$ cat src/hdl/bmc_pkg.sv
// Purpose: Constants shared by the battery monitor mode control block
// Assumes: 25 MHz device clock
// Notes:   Times in their own unit, cycle counts derived from them
package bmc_pkg;

    // ---------------------------------------------------------------
    // Clock and timing
    // ---------------------------------------------------------------
    localparam int unsigned CLK_HZ           = 25000000;
    localparam int unsigned SUPPLY_SETTLE_US = 3000;
    localparam int unsigned SETTLE_CYCLES    =
        (CLK_HZ / 1000000) * SUPPLY_SETTLE_US;
    localparam int unsigned CONV_CYCLES_DEF  = 64;
    localparam int unsigned FILT_CYCLES_DEF  = 32;

    // ---------------------------------------------------------------
    // Widths
    // ---------------------------------------------------------------
    localparam int unsigned CNT_W      = 24;
    localparam int unsigned PERIOD_W   = 16;
    localparam int unsigned CELL_COUNT = 6;
    localparam int unsigned CHAN_COUNT = CELL_COUNT + 1;

    localparam logic [CNT_W-1:0]    CNT_ZERO    = 24'h000000;
    localparam logic [CNT_W-1:0]    CNT_ONE     = 24'h000001;
    localparam logic [PERIOD_W-1:0] PERIOD_ZERO = 16'h0000;
    localparam logic [PERIOD_W-1:0] PERIOD_ONE  = 16'h0001;
    localparam logic [PERIOD_W-1:0] PERIOD_DEF  = 16'h0100;

    // ---------------------------------------------------------------
    // Sequencer states
    // ---------------------------------------------------------------
    typedef enum logic [2:0] {
        BMC_SLEEP   = 3'b000,
        BMC_SETTLE  = 3'b001,
        BMC_IDLE    = 3'b010,
        BMC_CONVERT = 3'b011,
        BMC_FILTER  = 3'b100
    } bmc_state_t;

endpackage

$ cat src/hdl/bmc_wakeup_timer.sv
// Purpose: Low-frequency wake-up tick timer
// Assumes: Enable gated by the active state
// Notes:   Once started only sleep stops it
`timescale 1ns/1ns
module bmc_wakeup_timer
(
    input  wire logic                          mclk,
    input  wire logic                          reset_n,
    input  wire logic                          active,
    input  wire logic                          start,
    input  wire logic                          restart,
    input  wire logic                          load_period,
    input  wire logic [bmc_pkg::PERIOD_W-1:0]  period_in,
    output logic                               running,
    output logic                               expire
);

    logic                         armed;
    logic                         next_armed;
    logic [bmc_pkg::PERIOD_W-1:0] period;
    logic [bmc_pkg::PERIOD_W-1:0] next_period;
    logic [bmc_pkg::PERIOD_W-1:0] count;
    logic [bmc_pkg::PERIOD_W-1:0] next_count;
    logic                         next_expire;

    // ---------------------------------------------------------------
    // Next state
    // ---------------------------------------------------------------
    always_comb
    begin
        next_armed  = armed;
        next_period = period;
        next_count  = count;
        next_expire = 1'b0;
        if (!active)
        begin
            next_armed  = 1'b0;
            next_period = bmc_pkg::PERIOD_DEF;
            next_count  = bmc_pkg::PERIOD_ZERO;
        end
        else
        begin
            if (load_period && period_in != bmc_pkg::PERIOD_ZERO)
            begin
                next_period = period_in;
            end
            if (start)
            begin
                next_armed = 1'b1;
            end
            if (restart || (start && !armed))
            begin
                next_count = bmc_pkg::PERIOD_ZERO;
            end
            else if (armed)
            begin
                if (count + bmc_pkg::PERIOD_ONE >= period)
                begin
                    next_count  = bmc_pkg::PERIOD_ZERO;
                    next_expire = 1'b1;
                end
                else
                begin
                    next_count = count + bmc_pkg::PERIOD_ONE;
                end
            end
        end
    end

    // ---------------------------------------------------------------
    // Registers
    // ---------------------------------------------------------------
    always_ff @(posedge mclk or negedge reset_n)
    begin
        if (!reset_n)
        begin
            armed  <= 1'b0;
            period <= bmc_pkg::PERIOD_DEF;
            count  <= bmc_pkg::PERIOD_ZERO;
            expire <= 1'b0;
        end
        else
        begin
            armed  <= next_armed;
            period <= next_period;
            count  <= next_count;
            expire <= next_expire;
        end
    end

    assign running = armed;

endmodule

$ cat src/hdl/bmc_mode_control.sv
// Purpose: Sleep/active sequencing, acquisition and interrupt for a
//          stackable battery-cell monitor
// Assumes: Host commands arrive as one-cycle strobes from the serial
//          front end; all inputs synchronous to mclk
// Notes:   Converter and filter durations are parameters
//
// How it works
// - Five states: sleep with all off, then settle, idle, convert and filter while active.
// - In sleep, converters, timer and communication are held off.
// - Active while standby release input high, sleep when low.
// - Rising release input switches on analog and digital supplies.
// - Microcontroller supply enabled on wake only with regulator enable.
// - Wake reloads configuration defaults before host commands are taken.
// - Chained standby output relays own state to next lower device.
// - Acquisition command converts all cells and one temperature together.
// - Data-ready interrupt raised once conversion and filtering finish.
// - Pending interrupt shown as high level on interrupt output.
// - Activatable wake-up timer whose expiry raises the interrupt.
// - Timer takes new period and restart, never a stop command.
`timescale 1ns/1ns
module bmc_mode_control
#(
    parameter int unsigned SETTLE_CYCLES = bmc_pkg::SETTLE_CYCLES,
    parameter int unsigned CONV_CYCLES   = bmc_pkg::CONV_CYCLES_DEF,
    parameter int unsigned FILT_CYCLES   = bmc_pkg::FILT_CYCLES_DEF
)
(
    input  wire logic                              mclk,
    input  wire logic                              reset_n,
    input  wire logic                              standby_release_in,
    input  wire logic                              mcu_regulator_enable,
    input  wire logic                              acquire_cmd,
    input  wire logic                              status_read,
    input  wire logic                              timer_start_cmd,
    input  wire logic                              timer_restart_cmd,
    input  wire logic                              timer_period_wr,
    input  wire logic [bmc_pkg::PERIOD_W-1:0]      timer_period,
    output logic                                   standby_release_chain_out,
    output logic                                   analog_core_supply,
    output logic                                   digital_core_supply,
    output logic                                   mcu_supply_out,
    output logic                                   comm_enable,
    output logic                                   config_load_defaults,
    output logic                                   ready,
    output logic [bmc_pkg::CHAN_COUNT-1:0]         convert_enable,
    output logic                                   filter_busy,
    output logic                                   data_ready,
    output logic                                   timer_pending,
    output logic                                   timer_running,
    output logic                                   irq
);

    bmc_pkg::bmc_state_t           state;
    bmc_pkg::bmc_state_t           next_state;
    logic [bmc_pkg::CNT_W-1:0]     count;
    logic [bmc_pkg::CNT_W-1:0]     next_count;
    logic                          release_q;
    logic                          mcu_on;
    logic                          next_mcu_on;
    logic                          next_data_ready;
    logic                          next_timer_pending;
    logic                          next_load;
    logic                          active;
    logic                          wake;
    logic                          timer_expire;

    localparam logic [bmc_pkg::CNT_W-1:0] SETTLE_END =
        bmc_pkg::CNT_W'(SETTLE_CYCLES - 1);
    localparam logic [bmc_pkg::CNT_W-1:0] CONV_END =
        bmc_pkg::CNT_W'(CONV_CYCLES - 1);
    localparam logic [bmc_pkg::CNT_W-1:0] FILT_END =
        bmc_pkg::CNT_W'(FILT_CYCLES - 1);

    assign wake   = standby_release_in && !release_q;
    assign active = standby_release_in && (state != bmc_pkg::BMC_SLEEP);

    // ---------------------------------------------------------------
    // Sequencer next state
    // ---------------------------------------------------------------
    always_comb
    begin
        next_state  = state;
        next_count  = count;
        next_mcu_on = mcu_on;
        next_load   = 1'b0;
        if (!standby_release_in)
        begin
            next_state  = bmc_pkg::BMC_SLEEP;
            next_count  = bmc_pkg::CNT_ZERO;
            next_mcu_on = 1'b0;
        end
        else
        begin
            case (state)
                bmc_pkg::BMC_SLEEP:
                begin
                    if (wake)
                    begin
                        next_state  = bmc_pkg::BMC_SETTLE;
                        next_count  = bmc_pkg::CNT_ZERO;
                        next_mcu_on = mcu_regulator_enable;
                        next_load   = 1'b1;
                    end
                end
                bmc_pkg::BMC_SETTLE:
                begin
                    next_load = 1'b1;
                    if (count >= SETTLE_END)
                    begin
                        next_state = bmc_pkg::BMC_IDLE;
                        next_count = bmc_pkg::CNT_ZERO;
                    end
                    else
                    begin
                        next_count = count + bmc_pkg::CNT_ONE;
                    end
                end
                bmc_pkg::BMC_IDLE:
                begin
                    if (acquire_cmd)
                    begin
                        next_state = bmc_pkg::BMC_CONVERT;
                        next_count = bmc_pkg::CNT_ZERO;
                    end
                end
                bmc_pkg::BMC_CONVERT:
                begin
                    if (count >= CONV_END)
                    begin
                        next_state = bmc_pkg::BMC_FILTER;
                        next_count = bmc_pkg::CNT_ZERO;
                    end
                    else
                    begin
                        next_count = count + bmc_pkg::CNT_ONE;
                    end
                end
                bmc_pkg::BMC_FILTER:
                begin
                    if (count >= FILT_END)
                    begin
                        next_state = bmc_pkg::BMC_IDLE;
                        next_count = bmc_pkg::CNT_ZERO;
                    end
                    else
                    begin
                        next_count = count + bmc_pkg::CNT_ONE;
                    end
                end
                default:
                begin
                    next_state = bmc_pkg::BMC_SLEEP;
                    next_count = bmc_pkg::CNT_ZERO;
                end
            endcase
        end
    end

    // ---------------------------------------------------------------
    // Interrupt flags, set wins over acknowledge
    // ---------------------------------------------------------------
    always_comb
    begin
        next_data_ready    = data_ready;
        next_timer_pending = timer_pending;
        if (!standby_release_in || state == bmc_pkg::BMC_SLEEP)
        begin
            next_data_ready    = 1'b0;
            next_timer_pending = 1'b0;
        end
        else
        begin
            if (status_read)
            begin
                next_data_ready    = 1'b0;
                next_timer_pending = 1'b0;
            end
            if (state == bmc_pkg::BMC_FILTER && count >= FILT_END)
            begin
                next_data_ready = 1'b1;
            end
            if (timer_expire)
            begin
                next_timer_pending = 1'b1;
            end
        end
    end

    // ---------------------------------------------------------------
    // Registers
    // ---------------------------------------------------------------
    always_ff @(posedge mclk or negedge reset_n)
    begin
        if (!reset_n)
        begin
            state                <= bmc_pkg::BMC_SLEEP;
            count                <= bmc_pkg::CNT_ZERO;
            release_q            <= 1'b0;
            mcu_on               <= 1'b0;
            config_load_defaults <= 1'b0;
            data_ready           <= 1'b0;
            timer_pending        <= 1'b0;
        end
        else
        begin
            state                <= next_state;
            count                <= next_count;
            release_q            <= standby_release_in;
            mcu_on               <= next_mcu_on;
            config_load_defaults <= next_load;
            data_ready           <= next_data_ready;
            timer_pending        <= next_timer_pending;
        end
    end

    // ---------------------------------------------------------------
    // Wake-up timer
    // ---------------------------------------------------------------
    bmc_wakeup_timer u_timer
    (
        .mclk        (mclk),
        .reset_n     (reset_n),
        .active      (ready && active),
        .start       (timer_start_cmd),
        .restart     (timer_restart_cmd),
        .load_period (timer_period_wr),
        .period_in   (timer_period),
        .running     (timer_running),
        .expire      (timer_expire)
    );

    // ---------------------------------------------------------------
    // Outputs
    // ---------------------------------------------------------------
    assign standby_release_chain_out = active;
    assign analog_core_supply        = active;
    assign digital_core_supply       = active;
    assign mcu_supply_out            = mcu_on && active;
    assign ready = active && state != bmc_pkg::BMC_SETTLE;
    assign comm_enable               = ready;
    assign convert_enable = {bmc_pkg::CHAN_COUNT{active &&
        state == bmc_pkg::BMC_CONVERT}};
    assign filter_busy = active && state == bmc_pkg::BMC_FILTER;
    assign irq = data_ready || timer_pending;

endmodule

$ cat config.mk
export PLATFORM = sky130hd
export DESIGN_NAME = bmc_mode_control
export DESIGN_NICKNAME = d
export VERILOG_FILES = /design/src/hdl/bmc_pkg.sv /design/src/hdl/bmc_wakeup_timer.sv /design/src/hdl/bmc_mode_control.sv
export SDC_FILE = /design/constraint.sdc
export NUM_CORES = 1
export LEC_CHECK = 0
export ABC_CLOCK_PERIOD_IN_PS = 3300
export BUFFER_PORTS_ARGS = -buffer_cell sky130_fd_sc_hd__buf_4
export CORE_MARGIN = 4
export CORE_UTILIZATION = 53
export DETAILED_ROUTE_END_ITERATION = 16
export PLACE_DENSITY = 0.76
export SLEW_MARGIN = 20
export SYNTH_ARGS = -nofsm -noshare
export SYNTH_HDL_FRONTEND = slang
export SYNTH_SLANG_ARGS = --single-unit
$ cat constraint.sdc
create_clock -name mclk -period 3.3 [get_ports mclk]
set_input_delay 0.66 -clock mclk [delete_from_list [all_inputs] [get_ports mclk]]
set_output_delay 0.66 -clock mclk [all_outputs]
set_load 0.1 [all_outputs]
Word-level counts from Yosys, hierarchy flattened:

Index checks and enable logic that the tools add are counted.

* bits in registers: 66
* bits of input ports: 25
* output and inout port bits: 19
* word-level logic and storage cells: 93

* add/sub/neg operators: 2
* order comparisons: 4
* equal/unequal tests: 15
* multiplexer cells: 37
* reduce and logical (&&, ||, !) cells: 24

Operators by type and width (number)
* two-way mux 24 bit: 6
* one-hot mux 24 bit (5 select lines): 1
* two-way mux 16 bit: 6
* adder 24 x 1 -> 24 bit (second input constant): 1
* >= comparator 24 x 17 -> 1 bit (second input constant): 1
* >= comparator 24 x 5 -> 1 bit (second input constant): 1
* >= comparator 24 x 6 -> 1 bit (second input constant): 1
* two-way mux 3 bit: 6
* inequality test 3 bit (second input constant): 6
* adder 16 x 1 -> 16 bit (second input constant): 1
* >= comparator 16 bit: 1
* two-way mux 1 bit: 16
* nonzero test 16 bit: 1
* one-hot mux 3 bit (5 select lines): 1
* logical AND 1 bit: 10
* nonzero test 3 bit: 3
* == test 3 x 2 -> 1 bit (second input constant): 2
* AND reduction 5 bit: 1
* inequality test 2 x 1 -> 1 bit (second input constant): 2
* inequality test 2 bit (second input constant): 2
* AND reduction 2 bit: 2
* == test 3 x 1 -> 1 bit (second input constant): 1
* == test 3 bit (second input constant): 1
* zero test 1 bit: 3
* other kinds (4): 6

Longest topological paths before layout:

* depth in word-level cells: 6
* mapped depth: 14
* gate-level depth less buffers: 13

By module:

A second synthesis with hierarchy kept.

* cell total of the unflattened synthesis: 449
* area total of the unflattened synthesis: 4180.3 um2

By module, submodules not included
* bmc_wakeup_timer: times used 1, cells an instance 237, area an instance 2194.6 um2, seq. area each 852.1 um2
* bmc_mode_control: times used 1, cells an instance 212, area an instance 1985.7 um2, seq. area each 800.8 um2

Worst setup path before layout:

No wires, ideal clock.

* path type: input-to-output
* start: input standby_release_in
* end: output convert_enable[1] in the netlist's numbering
* arrival: 2.863 ns
* required time: 2.640 ns
* path slack: -0.223 ns
* stages on the path: 4
* path buffers: 2
* path through: buf_2 -> nand2b_1 -> nor2_1 -> buf_4

* longest elaborated chain between the ends: 2

Ends and longest elaborated chain
* from (decl): RTL line bmc_mode_control.sv:30 `input wire logic standby_release_in,`
* logical AND 1 bit: RTL line bmc_mode_control.sv:75 `assign active = standby_release_in && (state != bmc_pkg::BMC_SLEEP);`
* logical AND 1 bit: RTL line bmc_mode_control.sv:241 `assign convert_enable = {bmc_pkg::CHAN_COUNT{active &&`
* to (decl): RTL line bmc_mode_control.sv:45 `output logic [bmc_pkg::CHAN_COUNT-1:0] convert_enable,`

Every way passes these cells.

Worst setup path in the final report:

* start: register u_timer.count[0] in the netlist's numbering
* end: register u_timer.count[15] in the netlist's numbering

* longest elaborated chain between the ends: 6

Ends and longest elaborated chain
* from (decl): RTL line bmc_wakeup_timer.sv:22 `logic [bmc_pkg::PERIOD_W-1:0] count;`
* from (signal assigned): RTL line bmc_wakeup_timer.sv:79 `count <= bmc_pkg::PERIOD_ZERO;`
* from (signal assigned): RTL line bmc_wakeup_timer.sv:86 `count <= next_count;`
* adder 16 x 1 -> 16 bit *: RTL line bmc_wakeup_timer.sv:57, bmc_wakeup_timer.sv:64
* >= comparator 16 bit: RTL line bmc_wakeup_timer.sv:57 `if (count + bmc_pkg::PERIOD_ONE >= period)`
* two-way mux 16 bit *: RTL line bmc_wakeup_timer.sv:57
* two-way mux 16 bit *: RTL line bmc_wakeup_timer.sv:55 `else if (armed)`
* two-way mux 16 bit *: RTL line bmc_wakeup_timer.sv:51 `if (restart || (start && !armed))`
* two-way mux 16 bit *: RTL line bmc_wakeup_timer.sv:35 `if (!active)`

Mark *: on every way between the ends. The rest lies on a longest branch, timed or not. The select of a mux whose other input is x is not followed.
A chain may end at the register's enable or synchronous reset.

==> impl_metrics.json <==
{
  "outcome": "completed",
  "synthAdderAreaFrac_pct": 5.87,
  "dieHeight_um": 93.1,
  "clock_tree.buffer_depth": 2,
  "antenna_left": 0,
  "final_nets": 522,
  "io_buffers": 43,
  "htreeDepth": 3,
  "clkTransAtPathRegs_ns": 0.07,
  "maxCapViolations": 0,
  "yosysWarnings": 0,
  "synth_top_family_by_area": "simple AND/OR/NAND/NOR gates",
  "num_antenna_cells": 0,
  "regToRegSetupSlack_ns": 0.007,
  "die_area_mm2": 0.00867,
  "synthMuxAreaShare_pct": 1.11,
  "vias": 3346,
  "track_usage_pct": 20.8,
  "place.gp.congestion": 0.824,
  "setup_viol": 0,
  "crit_arrival_ns": 3.56,
  "rr_startpoint": "u_timer.count[0]",
  "start_util_pct": 55.6,
  "slew_headroom_pct": 44.3,
  "avgSynthCellArea_um2": 9.12,
  "synth_compound_area_share_pct": 19.8,
  "synth-edff-count": 0,
  "synth-async-reset-ratio_pct": 100,
  "ys_ff_latch": 66,
  "drtIter0Drc": 247,
  "ioPinCount": 44,
  "area_growth_pct": 22.5,
  "dp.cells": 557,
  "synth_xor_area_share_pct": 3.19,
  "crit_type": "register to register",
  "syn-num-nets": 464,
  "synthCells": 421,
  "cts-root-buf": "clkbuf_8",
  "hpwl_um": 6140,
  "crit_path_end_kind": "register",
  "cts_sinks": 66,
  "grt_pass1_vias": 3254,
  "overflow": 0,
  "drc": 0,
  "drive_above_1_share_pct": 24.2,
  "wire_per_inst_um": 15.4,
  "hold_buffers": 0,
  "hold_viol": 0,
  "cp-start-kind": "register",
  "grt_pass1_wl_um": 14500,
  "leakage_nw": 2.24,
  "rsz0062_at_grt": "true",
  "fmax_mhz": 304,
  "critPathMaxFanout": 6,
  "rr_worst_depth": 14,
  "irDropWorstVdd_v": 0.000166,
  "drv_slew": 0,
  "die_w_um": 93.1,
  "cp.required_ns": 3.57,
  "synth-seq-area-share_pct": 43.0,
  "final_cells": 580,
  "first_pass_iters": 4,
  "final.min_clock_period_ns": 3.29,
  "ys.flop_type": "dfrtp_1",
  "grt_max_degree": 67,
  "finClkSkew_ns": 0.0101,
  "clk_latency_ns": 0.33,
  "netlist_area_mm2": 0.00384,
  "core_region_area_mm2": 0.00691,
  "core.rowCount": 30,
  "powerDensity_mw_per_mm2": 342,
  "tns_ns": 0,
  "tightest_slew_ns": 0.829,
  "cts_buffers": 9,
  "nFillCells": 553,
  "cts_tree": "yes",
  "synth-simple-area-share_pct": 20.6,
  "antenna_found_initial": 0,
  "hold_path_class": "input pin to asynchronous set/reset pin",
  "finalCritPeriodShare_pct": 99.8,
  "r2r-end": "u_timer.count[15]",
  "viasPerCell": 5.77,
  "ys_types": 52,
  "drt-total-wl_um": 8940
}
repair_timing:
action,in CTS,in global routing
pin swaps,1,13
gates resized for setup,8,21
endpoints found under the setup margin,15,16
setup buffers,0,7
registers in the layout, summed over array words and instances, names as in the netlist:
signal                cells
u_timer.running           1
count                    24
u_timer.period           16
u_timer.expire            1
state                     3
u_timer.count            16
timer_pending             1
release_q                 1
data_ready                1
config_load_defaults      1
mcu_on                    1
critical path, cell delays in order (launching register included):
cell	delay, ns
dfrtp_1	0.43
buf_6	0.13
nand2_4	0.05
nor4_4	0.32
nand3_1	0.16
or2_4	0.27
xnor2_2	0.14
ha_1	0.33
nand2_2	0.10
nor2_1	0.05
a221o_1	0.40
buf_6	0.15
a211o_4	0.29
or3_1	0.31
o21ai_1	0.07
how the worst max path moves through the flow:
| stage | from | to | slack (ns) | depth (start not counted) |
|---|---|---|---|---|
| final | u_timer.count[0] | u_timer.count[15] | 0.007 | 14 |
| after global routing | u_timer.count[0] | u_timer.count[15] | -0.09 | 14 |
| after CTS | u_timer.count[1] | u_timer.count[7] | -0.003 | 14 |
| after detailed placement | u_timer.count[1] | u_timer.count[6] | -0.31 | 13 |
| after global placement | u_timer.count[0] | u_timer.count[14] | -0.18 | 13 |
| after floorplan | u_timer.count[2] | u_timer.count[2] | 0.08 | 13 |
per-stage QoR:
stage               hold slack (ns)  cell area, µm²  util, %  worst slack (ns)  total power, mW
floorplan                     0.364            3850        -            0.0814            0.911
global placement              0.466            4320     62.5            -0.184            0.964
detailed placement            0.474            4320     62.5            -0.309            0.967
CTS                           0.455            4550     65.8          -0.00336             1.63
global route                  0.498            4700     68.1           -0.0940             1.67
finish                        0.426            4700     68.1           0.00741             1.61
cells in the mapped netlist, types with 12 or more instances:
library cell | instances | area share (%)
dfrtp_1 | 65 | 42
nand2_1 | 60 | 5.9
inv_1 | 27 | 2.6
a21oi_1 | 25 | 3.3
nor2_1 | 20 | 2.0
o21ai_0 | 19 | 2.5
ha_1 | 18 | 5.9
nand3_1 | 18 | 2.3
a22o_1 | 15 | 3.4
xnor2_1 | 13 | 3.0
a211oi_1 | 12 | 2.3
nor4_1 | 12 | 2.0
where the power goes:
| group | internal [mW] | total [mW] | switching, mW | leakage [nW] |
|---|---|---|---|---|
| Combinational | 0.0430 | 0.132 | 0.0891 | 1.23 |
| Sequential | 0.813 | 0.818 | 0.00515 | 0.913 |
| Clock | 0.368 | 0.658 | 0.290 | 0.0974 |
| Total | 1.22 | 1.61 | 0.384 | 2.24 |
cell type report:
cell class	count	area, µm²	area share [%]
Timing Repair Buffer	71	557	11.8
Inverter	27	101	2.15
Multi-Input combinational cell	304	2080	44.3
Clock buffer	13	149	3.16
Sequential cell	66	1650	35.1
Tap cell	96	120	2.55
Clock inverter	3	40.0	0.851
layer usage:
metal / track usage [%] / wire, µm / vias up
li1: - / - / 1615
met1: 25.9 / 3830 / 1623
met5: 0 / 0 / -
met3: 4.42 / 481 / 10
met2: 35.5 / 4520 / 98
met4: 7.57 / 106 / 0
cell families (layout without fill, tap and decap cells):
kind of cell	Yosys count	in the layout
AO/OA/AOI/OAI	111	111
flip-flops	66	66
AND/OR/NAND/NOR	157	157
buffers and inverters	51	114
adder cells (fa/ha/maj)	18	18
multiplexers	4	4
XOR/XNOR	14	14
cell usage in the layout, fill, tap and decap left out, types with 3 or more instances in the layout:
| cell type | n |
|---|---|
| nor4_1 | 10 |
| a21oi_1 | 22 |
| a22o_1 | 15 |
| nor3b_1 | 3 |
| clkbuf_1 | 3 |
| buf_4 | 67 |
| nand2b_1 | 3 |
| nand4_1 | 6 |
| buf_6 | 3 |
| and3_1 | 6 |
| nor3_1 | 4 |
| o21ai_0 | 16 |
| nand3_1 | 17 |
| nor2_1 | 18 |
| nand2_1 | 58 |
| and2_1 | 10 |
| a21o_1 | 11 |
| xnor2_1 | 8 |
| clkbuf_8 | 10 |
| dfrtp_1 | 65 |
| xnor2_2 | 5 |
| o21ai_1 | 13 |
| a21oi_2 | 3 |
| ha_1 | 17 |
| a211oi_1 | 11 |
| inv_1 | 27 |
No activity file was read; power rests on OpenSTA's default activity.
